File: src/rtl/edge_event_counter_map.svh
/*
 * offsets, field positions, reset values and limits of the edge event counter.
 * assumes inclusion by bare name from the package and the design modules.
 */
`ifndef EDGE_EVENT_COUNTER_MAP_SVH
`define EDGE_EVENT_COUNTER_MAP_SVH

// register byte offsets
`define EEC_CTRL_OFS      12'h000
`define EEC_TARGET_OFS    12'h004
`define EEC_LOAD_OFS      12'h008
`define EEC_COUNT_OFS     12'h00C
`define EEC_STATUS_OFS    12'h010

// control field positions
`define EEC_CTRL_DOWN_BIT   0
`define EEC_CTRL_LATCH_BIT  1
`define EEC_CTRL_CEDGE_LO   2
`define EEC_CTRL_CEDGE_HI   3
`define EEC_CTRL_REDGE_BIT  4
`define EEC_CTRL_SWRST_BIT  5

// reset values
`define EEC_CTRL_RST      6'h00
`define EEC_TARGET_RST    14'h0000
`define EEC_LOAD_RST      14'h0000

// count range
`define EEC_COUNT_MAX     14'd9999

// axi response codes
`define EEC_RESP_OKAY     2'b00
`define EEC_RESP_SLVERR   2'b10

`endif

File: src/rtl/edge_event_counter_pkg.sv
/*
 * types shared by the edge event counter files.
 * assumes the map header sits beside it in rtl/.
 */
`include "edge_event_counter_map.svh"

package edge_event_counter_pkg;

    // which count input transitions are counted
    typedef enum logic [1:0] {
        CEDGE_BOTH,
        CEDGE_RISE,
        CEDGE_FALL
    } count_edge_e;

    // count value in the range zero to the upper bound
    typedef logic [13:0] count_t;

    // configuration that steers the counter core
    typedef struct packed {
        logic        count_down;
        logic        latch_en;
        logic [1:0]  count_edge;
        logic        reset_fall;
        count_t      target;
        count_t      load;
    } counter_cfg_s;

    // qualified digital input with its error flag
    typedef struct packed {
        logic level;
        logic err;
    } digital_in_s;

endpackage : edge_event_counter_pkg

File: src/rtl/edge_detect.sv
/*
 * edge detector for one digital input with error qualifier.
 * assumes the input is synchronous to aclk.
 */
`timescale 1ns/1ns

module edge_detect
    import edge_event_counter_pkg::*;
(
    // clock and reset
    input  wire logic         aclk,
    input  wire logic         aresetn,
    // input signal
    input  wire digital_in_s  sig,
    // edge pulses, blocked while error
    output logic              rise,
    output logic              fall
);

    logic prev_r;
    logic seen_r;

    // previous level; first sample after reset gives no edge
    always_ff @(posedge aclk) begin
        if (!aresetn) begin
            prev_r <= 1'b0;
            seen_r <= 1'b0;
        end else begin
            prev_r <= sig.level;
            seen_r <= 1'b1;
        end
    end

    // edges qualified by the error flag
    assign rise = seen_r & ~sig.err & sig.level & ~prev_r;
    assign fall = seen_r & ~sig.err & ~sig.level & prev_r;

endmodule : edge_detect

File: src/rtl/edge_event_counter.sv
/*
 * up/down event counter with target match, load value and reload input,
 * reached over an axi4-lite register slave.
 * assumes count and reload inputs synchronous to aclk, one write and one read at a time.
 */
// Functional notes
// - direction up adds one per qualifying count edge.
// - direction down subtracts one per qualifying count edge.
// - match output asserts when count equals target.
// - qualifying reload event loads the load value; match then follows load against target.
// - target is programmable from zero to 9,999.
// - load value 0..9,999 copied into count at power-up and reload.
// - latching keeps match asserted until a reload event.
// - non-latching match only while count equals target.
// - count edge select: both, rising only, or falling only.
// - reload edge select: rising or falling transition.
// - count is readable and always within zero to 9,999.
// - incrementing at 9,999 wraps to zero.
// - count input error blocks counting, reload still works.
// - reload input error blocks reload, counting still works.
// - match depends only on count and target, never on errors.
// - no error indication is created or passed on.
`timescale 1ns/1ns
`include "edge_event_counter_map.svh"

module edge_event_counter
    import edge_event_counter_pkg::*;
(
    // clock and reset
    input  wire logic         aclk,
    input  wire logic         aresetn,
    // axi4-lite write address
    input  wire logic [11:0]  s_axi_awaddr,
    input  wire logic         s_axi_awvalid,
    output logic              s_axi_awready,
    // axi4-lite write data
    input  wire logic [31:0]  s_axi_wdata,
    input  wire logic [3:0]   s_axi_wstrb,
    input  wire logic         s_axi_wvalid,
    output logic              s_axi_wready,
    // axi4-lite write response
    output logic [1:0]        s_axi_bresp,
    output logic              s_axi_bvalid,
    input  wire logic         s_axi_bready,
    // axi4-lite read address
    input  wire logic [11:0]  s_axi_araddr,
    input  wire logic         s_axi_arvalid,
    output logic              s_axi_arready,
    // axi4-lite read data
    output logic [31:0]       s_axi_rdata,
    output logic [1:0]        s_axi_rresp,
    output logic              s_axi_rvalid,
    input  wire logic         s_axi_rready,
    // digital inputs with error qualifiers
    input  wire logic         count_pulse_in,
    input  wire logic         count_pulse_err,
    input  wire logic         reload_in,
    input  wire logic         reload_err,
    // match output
    output logic              match_out
);

    ////////////////////////////////////////////////////////////////////////////
    // register state

    logic [5:0]   ctrl_r;
    count_t       target_r;
    count_t       load_r;
    count_t       count_r;
    count_t       count_nxt;
    logic         match_r;
    logic         match_nxt;
    logic         init_r;
    logic         swrst_r;
    counter_cfg_s cfg;

    // configuration view of the control, target and load registers
    assign cfg.count_down = ctrl_r[`EEC_CTRL_DOWN_BIT];
    assign cfg.latch_en   = ctrl_r[`EEC_CTRL_LATCH_BIT];
    assign cfg.count_edge = ctrl_r[`EEC_CTRL_CEDGE_HI:`EEC_CTRL_CEDGE_LO];
    assign cfg.reset_fall = ctrl_r[`EEC_CTRL_REDGE_BIT];
    assign cfg.target     = target_r;
    assign cfg.load       = load_r;

    ////////////////////////////////////////////////////////////////////////////
    // write channel

    logic        aw_held_r;
    logic        w_held_r;
    logic [11:0] awaddr_r;
    logic [31:0] wdata_r;
    logic [3:0]  wstrb_r;
    logic        aw_take;
    logic        w_take;
    logic        wr_go;
    logic        wr_ctrl;
    logic        wr_target;
    logic        wr_load;
    logic        wr_ok;
    count_t      wr_val;
    logic [5:0]  ctrl_wval;
    logic        aw_held_nxt;
    logic        w_held_nxt;
    logic        bvalid_nxt;
    count_t      target_nxt;
    logic        latch_nxt;

    // accept address and data in either order, answer once both are in
    assign aw_take     = s_axi_awvalid & s_axi_awready;
    assign w_take      = s_axi_wvalid & s_axi_wready;
    assign wr_go       = aw_held_r & w_held_r & ~s_axi_bvalid;
    assign aw_held_nxt = aw_take | (aw_held_r & ~wr_go);
    assign w_held_nxt  = w_take | (w_held_r & ~wr_go);
    assign bvalid_nxt  = wr_go | (s_axi_bvalid & ~s_axi_bready);

    // write decode; values above the upper bound are refused
    assign wr_val    = wdata_r[13:0];
    assign wr_ctrl   = wr_go & (awaddr_r == `EEC_CTRL_OFS) & wstrb_r[0];
    assign wr_target = wr_go & (awaddr_r == `EEC_TARGET_OFS) & (&wstrb_r[1:0]) & (wdata_r <= 32'h0000_270F);
    assign wr_load   = wr_go & (awaddr_r == `EEC_LOAD_OFS) & (&wstrb_r[1:0]) & (wdata_r <= 32'h0000_270F);
    assign wr_ok     = wr_ctrl | wr_target | wr_load;
    assign ctrl_wval = (wdata_r[3:2] == 2'b11) ? {wdata_r[5:4], 2'b00, wdata_r[1:0]} : wdata_r[5:0];

    // settings as they stand after this edge, so match never lags a write
    assign target_nxt = wr_target ? wr_val : target_r;
    assign latch_nxt  = wr_ctrl ? ctrl_wval[`EEC_CTRL_LATCH_BIT] : cfg.latch_en;

    // write handshake holding registers
    always_ff @(posedge aclk) begin
        if (!aresetn) begin
            aw_held_r <= 1'b0;
            w_held_r  <= 1'b0;
            awaddr_r  <= 12'h000;
            wdata_r   <= 32'h0000_0000;
            wstrb_r   <= 4'h0;
            s_axi_awready <= 1'b0;
            s_axi_wready  <= 1'b0;
        end else begin
            // ready straight from a flop, low while a word is held or answered
            s_axi_awready <= ~aw_held_nxt & ~bvalid_nxt;
            s_axi_wready  <= ~w_held_nxt & ~bvalid_nxt;
            if (aw_take) begin
                aw_held_r <= 1'b1;
                awaddr_r  <= {s_axi_awaddr[11:2], 2'b00};
            end else if (wr_go) begin
                aw_held_r <= 1'b0;
            end
            if (w_take) begin
                w_held_r <= 1'b1;
                wdata_r  <= s_axi_wdata;
                wstrb_r  <= s_axi_wstrb;
            end else if (wr_go) begin
                w_held_r <= 1'b0;
            end
        end
    end

    // write response
    always_ff @(posedge aclk) begin
        if (!aresetn) begin
            s_axi_bvalid <= 1'b0;
            s_axi_bresp  <= `EEC_RESP_OKAY;
        end else begin
            s_axi_bvalid <= bvalid_nxt;
            if (wr_go) s_axi_bresp <= wr_ok ? `EEC_RESP_OKAY : `EEC_RESP_SLVERR;
        end
    end

    // configuration registers; software reload bit is a self-clearing pulse
    always_ff @(posedge aclk) begin
        if (!aresetn) begin
            ctrl_r   <= `EEC_CTRL_RST;
            target_r <= `EEC_TARGET_RST;
            load_r   <= `EEC_LOAD_RST;
            swrst_r  <= 1'b0;
        end else begin
            swrst_r <= wr_ctrl & wdata_r[`EEC_CTRL_SWRST_BIT];
            if (wr_ctrl) ctrl_r <= {1'b0, ctrl_wval[4:0]};
            if (wr_target) target_r <= wr_val;
            if (wr_load) load_r <= wr_val;
        end
    end

    ////////////////////////////////////////////////////////////////////////////
    // read channel

    logic        ar_take;
    logic [11:0] raddr;
    logic [31:0] rd_mux;
    logic        rd_hit;
    logic        rvalid_nxt;

    assign ar_take       = s_axi_arvalid & s_axi_arready;
    assign rvalid_nxt    = ar_take | (s_axi_rvalid & ~s_axi_rready);
    assign raddr         = {s_axi_araddr[11:2], 2'b00};

    // read decode; unmapped addresses read zero with slverr
    assign rd_hit = (raddr == `EEC_CTRL_OFS) | (raddr == `EEC_TARGET_OFS) | (raddr == `EEC_LOAD_OFS)
                  | (raddr == `EEC_COUNT_OFS) | (raddr == `EEC_STATUS_OFS);
    assign rd_mux = (raddr == `EEC_CTRL_OFS)   ? {26'd0, ctrl_r} :
                    (raddr == `EEC_TARGET_OFS) ? {18'd0, target_r} :
                    (raddr == `EEC_LOAD_OFS)   ? {18'd0, load_r} :
                    (raddr == `EEC_COUNT_OFS)  ? {18'd0, count_r} :
                    (raddr == `EEC_STATUS_OFS) ? {31'd0, match_r} : 32'h0000_0000;

    // read data register
    always_ff @(posedge aclk) begin
        if (!aresetn) begin
            s_axi_rvalid  <= 1'b0;
            s_axi_arready <= 1'b0;
            s_axi_rdata   <= 32'h0000_0000;
            s_axi_rresp   <= `EEC_RESP_OKAY;
        end else begin
            s_axi_rvalid  <= rvalid_nxt;
            s_axi_arready <= ~rvalid_nxt; // one read at a time
            if (ar_take) begin
                s_axi_rdata <= rd_mux;
                s_axi_rresp <= rd_hit ? `EEC_RESP_OKAY : `EEC_RESP_SLVERR;
            end
        end
    end

    ////////////////////////////////////////////////////////////////////////////
    // input edge detection

    digital_in_s cnt_in;
    digital_in_s rld_in;
    logic        cnt_rise;
    logic        cnt_fall;
    logic        rld_rise;
    logic        rld_fall;

    assign cnt_in = '{level: count_pulse_in, err: count_pulse_err};
    assign rld_in = '{level: reload_in, err: reload_err};

    edge_detect u_cnt_edge (
        .aclk    (aclk),
        .aresetn (aresetn),
        .sig     (cnt_in),
        .rise    (cnt_rise),
        .fall    (cnt_fall)
    );

    edge_detect u_rld_edge (
        .aclk    (aclk),
        .aresetn (aresetn),
        .sig     (rld_in),
        .rise    (rld_rise),
        .fall    (rld_fall)
    );

    ////////////////////////////////////////////////////////////////////////////
    // counter core

    logic   count_ev;
    logic   reload_ev;
    logic   hw_reload;
    count_t count_up;
    count_t count_dn;
    count_t count_step;
    logic   eq_next;

    // qualifying count edge by selection
    assign count_ev = (cfg.count_edge == CEDGE_BOTH) ? (cnt_rise | cnt_fall) :
                      (cfg.count_edge == CEDGE_RISE) ? cnt_rise : cnt_fall;
    // qualifying reload edge by selection
    assign hw_reload = cfg.reset_fall ? rld_fall : rld_rise;
    assign reload_ev = hw_reload | swrst_r;

    // stepped values with wrap at both ends
    assign count_up   = (count_r >= `EEC_COUNT_MAX) ? 14'd0 : count_r + 14'd1;
    assign count_dn   = (count_r == 14'd0) ? `EEC_COUNT_MAX : count_r - 14'd1;
    assign count_step = cfg.count_down ? count_dn : count_up;

    // next count: power-up and reload load, reload beats count
    assign count_nxt = (init_r | reload_ev) ? cfg.load :
                       count_ev ? count_step : count_r;
    assign eq_next   = (count_nxt == target_nxt);

    // next match: latched or live compare, reload clears latch
    assign match_nxt = (reload_ev | init_r) ? eq_next :
                       latch_nxt ? (match_r | eq_next) : eq_next;

    // count and match registers
    always_ff @(posedge aclk) begin
        if (!aresetn) begin
            init_r  <= 1'b1;
            count_r <= 14'd0;
            match_r <= 1'b0;
        end else begin
            init_r  <= 1'b0;
            count_r <= count_nxt;
            match_r <= match_nxt;
        end
    end

    // match output straight from its flip-flop, no error path
    assign match_out = match_r;
endmodule : edge_event_counter

File: config.mk
export PLATFORM = sky130hd
export DESIGN_NAME = edge_event_counter
export DESIGN_NICKNAME = d
export VERILOG_FILES = /design/src/rtl/edge_event_counter_pkg.sv /design/src/rtl/edge_detect.sv /design/src/rtl/edge_event_counter.sv
export VERILOG_INCLUDE_DIRS = /design/src /design/src/rtl
export SDC_FILE = /design/constraint.sdc
export NUM_CORES = 1
export LEC_CHECK = 0
export ABC_CLOCK_PERIOD_IN_PS = 2400
export CAP_MARGIN = 20
export CORE_MARGIN = 3
export CORE_UTILIZATION = 45
export CTS_CLUSTER_SIZE = 8
export DETAILED_ROUTE_END_ITERATION = 12
export DONT_BUFFER_PORTS = 1
export PLACE_DENSITY = 0.65
export SETUP_SLACK_MARGIN = 0.05
export SYNTH_ARGS = -nofsm -noshare
export SYNTH_HDL_FRONTEND = slang
export SYNTH_SLANG_ARGS = --single-unit
File: constraint.sdc
create_clock -name aclk -period 2.4 [get_ports aclk]
set_input_delay 0.48 -clock aclk [delete_from_list [all_inputs] [get_ports aclk]]
set_output_delay 0.48 -clock aclk [all_outputs]
set_load 0.1 [all_outputs]
==> results.yml, run 1 <==
clock_tree:
  cts_tree: "done"
  clock_insertion_delay_worst_skew_ns: 0.41
  cts_max_level: 4
  clockBufferDepth: 2
  cts_buffers: 17
  root_buffer: "clkbuf_16"
  worst_setup_hold_path_clk_slew_ns: 0.06
  clkSinkCount: 120
  cts_hold_buf: 0
setup_path:
  required_ns: 2.70
  worstSetupPathType: "reg2reg"
  rr_startpoint: "count_r[5]"
  worstReg2RegEnd: "match_out"
  r2r_slack_ns: -0.21
  critPathMaxFanout: 13
  startpoint_type: "flop"
  crit_top_cell: "or4_4"
  crit_path_end_kind: "flop"
  critPathMaxStageDelay_ns: 0.51
  cp_slowest_cell: "or4_4"
  r2r_cells: 10
  arrival_ns: 2.91
  path_cells: "buf_12 > or4_4 > o21ai_4 > a211oi_4 > buf_4 > or4_4 > a31oi_4 > xnor2_1 > nor3_1 > a31o_1"
timing:
  rsz0062_at_grt: "yes"
  period_needed_ns: 2.61
  whs_ns: 0.0920
  period_share: 1.09
  fin_ws_ns: -0.213
  drv_slew: 0
  fmax_ghz: 0.383
  hold_viol: 0
  skew_ns: 0.00930
  setup_viol: 1
grt:
  grt_pass1_wl_um: 29300
  grt_max_degree: 74
  first_global_vias: 5592
  grt_overflow_total: 0
  antenna_found_initial: 0
  grtUsageTotal: 0.252
power:
  pwr-share-clk: 0.483
  internal_power_mw: 3.98
  p_per_area_nw_per_um2: 673
  switchingPower_mw: 1.46
  p_seq_frac: 0.386
  pwr-share-comb: 0.132
  peakVddDrop_v: 0.000598
  p_leak_nw: 3.28
  swShare: 0.268
routing:
  first_pass_iters: 6
  drc: 0
  viasPerCell: 5.54
  wl_per_cell_um: 17.5
  drt_iter0_markers: 583
  antenna_left: 0
  via_count: 5912
  wl_um: 18700
logic_synthesis:
  yosysWarnings: 0
  synth-edff-count: 0
  syn_area_per_cell_um2: 8.00
  synthDistinctLibCells: 74
  async_flop_share: 0
  synth_seq_cells: 120
  ys.flop_type: "dfxtp_1"
  synth_top_area_share: 0.397
  syn_inst: 757
  synth.largest_area_cell: "dfxtp_1"
  ys_top_cells_by_area: "dfxtp_1, nand2_1, a21oi_1"
  ys_seq_area_frac: 0.397
  synth_area_um2: 6050
cells_and_area:
  num_antenna_cells: 0
  final_area_um2: 8080
  drive_gt1_frac: 0.283
  areaGrowthSynthToFinish_pct: 33.5
  final_nets: 956
  fin_cells: 1068
place:
  hpwl_um: 13800
  placedCellCount: 1030
  postPlaceCellArea_um2: 7180
  io_buffers: 0
  gp_congestion: 1.01
floorplan:
  fp.dieH_um: 122
  die_w_um: 122
  die_area_um2: 14900
  fp.coreArea_um2: 12900
  initial_core_util: 0.470
  io_pins: 113
  rows: 41
min_path:
  min_from: "aresetn"
  holdPathEnd: "u_cnt_edge.seen_r"
  hold_depth: 0
  hold_class: "in2reg"
job:
  max_cap_viol_count: 0
run_status:
  status: "finished with violations"
  violations: "setup timing"
## sequential cells by signal, summed over array words and instances, names as in the netlist, 2 cells and up
name / cells
wdata_r: 32
count_r: 14
load_r: 14
s_axi_rdata: 14
target_r: 14
awaddr_r: 10
ctrl_r: 5
wstrb_r: 2
## cells in the final DEF, fill, tap and decap left out, types with 13 or more instances in the layout
| cell type | n |
|---|---|
| inv_1 | 13 |
| clkbuf_16 | 17 |
| nor3_1 | 22 |
| o21ai_0 | 28 |
| dfxtp_1 | 108 |
| nor2_1 | 81 |
| mux2i_1 | 31 |
| nand2_1 | 128 |
| conb_1 | 20 |
| buf_4 | 147 |
| a21oi_1 | 87 |
## Yosys cell counts, drive strengths merged, types with 3 or more instances
master / instances
nand2b: 7
clkbuf: 30
a21oi: 91
xnor2: 13
or3: 5
a41oi: 3
or4: 8
nand2: 128
nand4: 7
dfxtp: 120
mux2i: 36
nor3b: 3
o2111ai: 4
a221oi: 3
inv: 15
buf: 35
nor3: 24
and3: 5
xor2: 6
nand3: 9
or2: 4
nor2b: 3
a211oi: 8
nor4: 16
o21a: 3
mux2: 4
o21ai: 29
and2: 12
a31oi: 4
nand3b: 4
o211ai: 4
nor4b: 4
nor2: 81
## worst max path at each step
| stage | start | slack [ns] | depth (start not counted) | end |
|---|---|---|---|---|
| 2_1_floorplan | s_axi_bvalid | -0.17 | 10 | match_out |
| 3_3_place_gp | count_pulse_in | -0.31 | 11 | match_out |
| 3_5_place_dp | count_pulse_in | -0.38 | 11 | match_out |
| 4_1_cts | count_r[5] | -0.24 | 10 | match_out |
| 5_1_grt | s_axi_bvalid | -0.26 | 11 | match_out |
| 6_report | count_r[5] | -0.21 | 10 | match_out |
## metal layers
layer	vias up	wire [um]	global-route usage
li1	2860	-	-
met1	2776	8050	0.332
met2	234	8860	0.403
met3	42	1260	0.0539
met4	0	580	0.103
met5	-	0	0
## final cells by class
cell class / instances / area [um^2]
clock buffers: 19 / 453
clock inverters: 13 / 169
fillers: 1131 / 4790
inverters: 16 / 60.1
multi-input cells: 575 / 3550
flip-flops and latches: 120 / 2420
well taps: 172 / 215
repair buffers: 153 / 1220
## critical path, delay by kind of cell, from the launching register on
family | cells | cell delay, ns
compound gates | 4 | 0.67
flops | 1 | 0.32
buf+inv | 2 | 0.30
simple gates | 3 | 1.07
xor+xnor | 1 | 0.13
## power by group through the flow
stage	clock, mW	sequential [mW]	combinational [mW]
after floorplan	0	2.19	0.450
after global placement	0	2.13	0.667
after detailed placement	0	2.14	0.674
after CTS	2.65	2.09	0.693
after global routing	2.76	2.11	0.763
final	2.63	2.10	0.716
## stage by stage
step                power [mW]  setup slack, ns  setup TNS, ns  utilization
finish                    5.44           -0.213         -0.213        0.628
global route              5.63           -0.262         -0.262        0.628
detailed placement        2.81           -0.377         -0.434        0.557
global placement          2.80           -0.315         -0.316        0.557
floorplan                 2.64           -0.171         -0.171            -
CTS                       5.44           -0.237         -0.237        0.614
## cell families after synthesis
logic type / after synthesis / synth area share
simple gates: 326 / 0.267
compound gates: 168 / 0.170
flops: 120 / 0.397
buf+inv: 81 / 0.0672
mux: 40 / 0.0670
xor+xnor: 19 / 0.0275
fa+ha+maj: 2 / 0.00413
other cells: 1 / 0.000619
## what timing repair did
item	4_1_cts	5_1_grt
pin swaps	9	15
setup endpoints to repair	2	11
buffers inserted	1	5
resized for setup	20	34
(Power assumes the default switching activity.)
==> inputs of run 2 (changes only) <==
Settings changed: RECOVER_POWER set to 50.
==> results.yml, run 2 (synthesis results as in run 1) <==
timing:
  period_needed_ns: 2.61
  rsz0062_at_grt: "yes"
  hold_viol: 0
  drv_slew: 0
  tightest_slew_ns: 1.43
  skew_ns: 0.00935
  fmax_ghz: 0.383
  max-slew-margin-rel: 0.0496
  period_share: 1.09
  setup_viol: 1
  fin_ws_ns: -0.210
  whs_ns: 0.0925
clock_tree:
  clkSinkCount: 120
  cts_buffers: 17
  worst_setup_hold_path_clk_slew_ns: 0.06
  root_buffer: "clkbuf_16"
  clock_insertion_delay_worst_skew_ns: 0.41
  cts_max_level: 4
  clockBufferDepth: 2
  cts_tree: "done"
  cts_hold_buf: 0
cells_and_area:
  largest_reg_flops: 32
  multi_input_comb_area_um2: 3550
  n_fill_cell: 1146
  final_nets: 956
  fin_cells: 1068
  regMostFlops: "wdata_r"
  final_common_cell: "buf_4"
  layout_common_cells: "buf_4, nand2_1, dfxtp_1"
  seqCellArea_um2: 2420
  drive_gt1_frac: 0.276
  areaGrowthSynthToFinish_pct: 32.5
  num_antenna_cells: 0
grt:
  grt_max_degree: 74
  grtUsageTotal: 0.252
  grt_overflow_total: 0
  grt_pass1_wl_um: 29300
  antenna_found_initial: 0
  first_global_vias: 5592
place:
  io_buffers: 0
  gp_congestion: 1.01
  hpwl_um: 13800
  pre_cts_ws_ns: -0.377
  placedCellCount: 1030
setup_path:
  crit_path_end_kind: "flop"
  startpoint_type: "flop"
  critPathMaxStageDelay_ns: 0.51
  worst-path-buf-inv: 2
  path_delay_family: "simple AND/OR/NAND/NOR gates"
  critPathMaxFanout: 13
  cp.depth: 10
  crit_top_cell: "or4_4"
  worstSetupPathType: "reg2reg"
  cp_slowest_cell: "or4_4"
  r2r_cells: 10
  arrival_ns: 2.91
  required_ns: 2.70
  path_cells: "buf_12 > or4_4 > o21ai_4 > a211oi_4 > buf_4 > or4_4 > a31oi_4 > xnor2_1 > nor3_1 > a31o_1"
power:
  internal_power_mw: 3.98
  p_seq_frac: 0.386
  swShare: 0.268
  pwr-share-comb: 0.130
  peakVddDrop_v: 0.000599
  pwr-share-clk: 0.484
  p_per_area_nw_per_um2: 677
  switchingPower_mw: 1.46
  p_leak_nw: 3.24
min_path:
  hold_class: "in2reg"
  hold_depth: 0
job:
  max_cap_viol_count: 0
floorplan:
  fp.dieH_um: 122
  initial_core_util: 0.470
  die_area_um2: 14900
  rows: 41
  fp.coreArea_um2: 12900
  io_pins: 113
  die_w_um: 122
routing:
  drt_iter0_markers: 633
  antenna_left: 0
  drc: 0
  wl_per_cell_um: 17.5
  via_count: 5922
  viasPerCell: 5.54
  first_pass_iters: 5
  wl_um: 18700
run_status:
  status: "finished with violations"
  violations: "setup timing"
==> run 2: cell count changes in the layout (fill, tap and decap cells not counted), sizes merged <==
cell | previous run | this run
buf | 153 | 138
clkbuf | 19 | 34
==> run 2: area by class of cell <==
type / instances / share of cell area
Timing Repair Buffer: 153 / 0.144
Inverter: 16 / 0.00749
Clock buffer: 19 / 0.0565
Multi-Input combinational cell: 575 / 0.442
Sequential cell: 120 / 0.302
Clock inverter: 13 / 0.0211
Tap cell: 172 / 0.0268
==> run 2: per-layer routing <==
metal  vias up  track usage  wire (um)
met2       259        0.403       8900
met4         0        0.103        519
li1       2863            -          -
met5         -            0          0
met3        34       0.0539       1340
met1      2766        0.332       7910
==> run 2: worst reg2reg max path: cells and delay by family, from the launching register on <==
family,cells,cell delay (ns)
AO/OA/AOI/OAI,4,0.68
flip-flops,1,0.32
XOR/XNOR,1,0.13
AND/OR/NAND/NOR,3,1.07
buffers and inverters,2,0.30
==> run 2: per-stage QoR <==
stage	utilization	instance area, um^2	TNS, ns	power (mW)
finish	0.623	8020	-0.210	5.43
global route	0.623	8020	-0.262	5.62
CTS	0.614	7910	-0.237	5.44
detailed placement	0.557	7180	-0.434	2.81
global placement	0.557	7180	-0.316	2.80
floorplan	-	6140	-0.171	2.64
==> run 2: power by group through the flow <==
stage                     combinational [mW]  sequential, mW  clock, mW
final                                  0.707            2.10       2.63
after global routing                   0.755            2.11       2.76
after global placement                 0.667            2.13          0
after CTS                              0.693            2.09       2.65
after floorplan                        0.450            2.19          0
after detailed placement               0.674            2.14          0
==> run 2: path summary, 6_finish.rpt <==
check                                     from                end  slack (ns)
worst max-delay path                count_r[5]          match_out       -0.21
worst min-delay path                   aresetn  u_cnt_edge.seen_r        0.09
worst max register to register      count_r[5]          match_out       -0.21
worst min register to register  s_axi_rdata[2]     s_axi_rdata[2]        0.45
==> run 2: repair_timing <==
item	4_1_cts	5_1_grt
endpoints found under the setup margin	2	11
pin swaps	9	15
setup buffers	1	5
gates resized for setup	20	34
endpoints found under the hold margin	0	0
==> inputs of run 3 (changes only) <==
Settings changed: CORE_UTILIZATION 45 to 40, PLACE_DENSITY 0.65 to 0.59.
==> results.yml, run 3 (synthesis results as in run 1) <==
run_status:
  status: "finished with violations"
  violations: "setup timing"
timing:
  max-slew-margin-rel: 0.0201
  fmax_ghz: 0.380
  period_needed_ns: 2.63
  hold_viol: 0
  period_share: 1.10
  fin_ws_ns: -0.234
  rsz0062_at_grt: "yes"
  drv_slew: 0
  tightest_slew_ns: 1.47
  skew_ns: 0.00737
  setup_viol: 2
floorplan:
  initial_core_util: 0.413
  rows: 44
  io_pins: 113
  fp.dieH_um: 129
  die_area_um2: 16600
  die_w_um: 129
  fp.coreArea_um2: 14600
grt:
  antenna_found_initial: 0
  grt_overflow_total: 0
  grtUsageTotal: 0.225
  grt_max_degree: 76
  grt_pass1_wl_um: 29500
  first_global_vias: 5691
place:
  io_buffers: 0
  hpwl_um: 14100
  gp_congestion: 0.933
  placedCellCount: 1040
cells_and_area:
  num_antenna_cells: 0
  fin_cells: 1081
  areaGrowthSynthToFinish_pct: 32.2
  regMostFlops: "wdata_r"
  n_fill_cell: 1357
  layout_common_cells: "buf_4, nand2_1, dfxtp_1"
  largest_reg_flops: 32
  final_nets: 957
  drive_gt1_frac: 0.263
  final_common_cell: "buf_4"
setup_path:
  critPathMaxFanout: 4
  startpoint_type: "flop"
  worstSetupPathType: "reg2reg"
  required_ns: 2.76
  arrival_ns: 2.99
  crit_path_end_kind: "flop"
power:
  p_per_area_nw_per_um2: 676
  peakVddDrop_v: 0.000519
  p_total_mw: 5.41
  p_leak_nw: 3.23
clock_tree:
  clockBufferDepth: 2
  cts_max_level: 4
  cts_buffers: 17
  clkSinkCount: 120
  clock_insertion_delay_worst_skew_ns: 0.41
  worst_setup_hold_path_clk_slew_ns: 0.05
  cts_tree: "done"
  root_buffer: "clkbuf_16"
routing:
  drt_iter0_markers: 332
  wl_met1_um: 8260
  drc: 0
  viasPerCell: 5.39
  top_layer: "met4"
  first_pass_iters: 5
  antenna_left: 0
  dr_wl_met3_um: 1250
  wl_um: 18800
  via_count: 5823
  wl_per_cell_um: 17.4
  wl_met2_um: 8780
job:
  max_cap_viol_count: 0
min_path:
  hold_class: "in2reg"
[run 3: cell types whose count changed in the layout (fill, tap and decap cells not counted), moves of 3 or more]
| cell | previous run | this run |
|---|---|---|
| buf_6 | 0 | 5 |
| buf_4 | 132 | 129 |
| dfxtp_2 | 11 | 7 |
| dfxtp_1 | 108 | 112 |
| clkinv_2 | 1 | 5 |
| clkbuf_1 | 5 | 9 |
[run 3: worst paths after layout]
path	from	to	slack (ns)	cells past startpoint
setup / recovery	wdata_r[7]	match_out	-0.23	11
hold / removal	aresetn	u_cnt_edge.seen_r	0.09	0
setup reg to reg	wdata_r[7]	match_out	-0.23	11
hold reg to reg	wdata_r[29]	wdata_r[29]	0.45	2
[run 3: timing repair]
action,4_1_cts,5_1_grt
hold buffers,0,0
pin swaps,15,6
setup buffers,8,1
endpoints found under the setup margin,4,8
resized for setup,35,16
[run 3: worst max-delay path, cell delays in order, from the launching register on]
cell	delay [ns]
dfxtp_1	0.34
nor4_4	0.32
o211ai_1	0.17
nor2_2	0.18
nor4b_4	0.27
buf_12	0.15
buf_6	0.12
mux2i_4	0.25
xor2_1	0.23
nand2_1	0.10
nor4_2	0.30
a31o_1	0.17
[run 3: final cells by class]
type | instances | area (um^2) | area share
inverter | 16 | 60.1 | 0.00751
clock inverter | 13 | 178 | 0.0222
timing repair buffer | 154 | 1160 | 0.145
clock buffer | 19 | 433 | 0.0541
multi-input combinational | 575 | 3520 | 0.441
tap | 184 | 230 | 0.0288
sequential | 120 | 2410 | 0.302
[run 3: metrics by stage]
step	setup WS (ns)	hold WS [ns]	cell area (um^2)	utilization	setup TNS, ns
after detailed placement	-0.355	0.447	7150	0.488	-0.390
after global placement	-0.405	0.442	7150	0.488	-0.405
final	-0.234	0.0947	8000	0.546	-0.404
after CTS	-0.207	0.0765	8000	0.546	-0.351
after floorplan	-0.171	0.432	6140	-	-0.171
after global routing	-0.373	0.0775	8000	0.546	-0.645
[run 3: per-layer routing]
| metal | up-vias | GRT usage |
|---|---|---|
| met5 | - | 0 |
| met4 | 0 | 0.0877 |
| met3 | 33 | 0.0556 |
| met2 | 206 | 0.363 |
| met1 | 2718 | 0.291 |
| li1 | 2866 | - |
[run 3: power by group]
group	leakage (nW)	internal, mW	switching [mW]	total (mW)
Clock	0.297	1.73	0.884	2.61
Sequential	0.978	2.05	0.0471	2.10
Combinational	1.95	0.218	0.474	0.692
Total	3.23	4.00	1.41	5.41
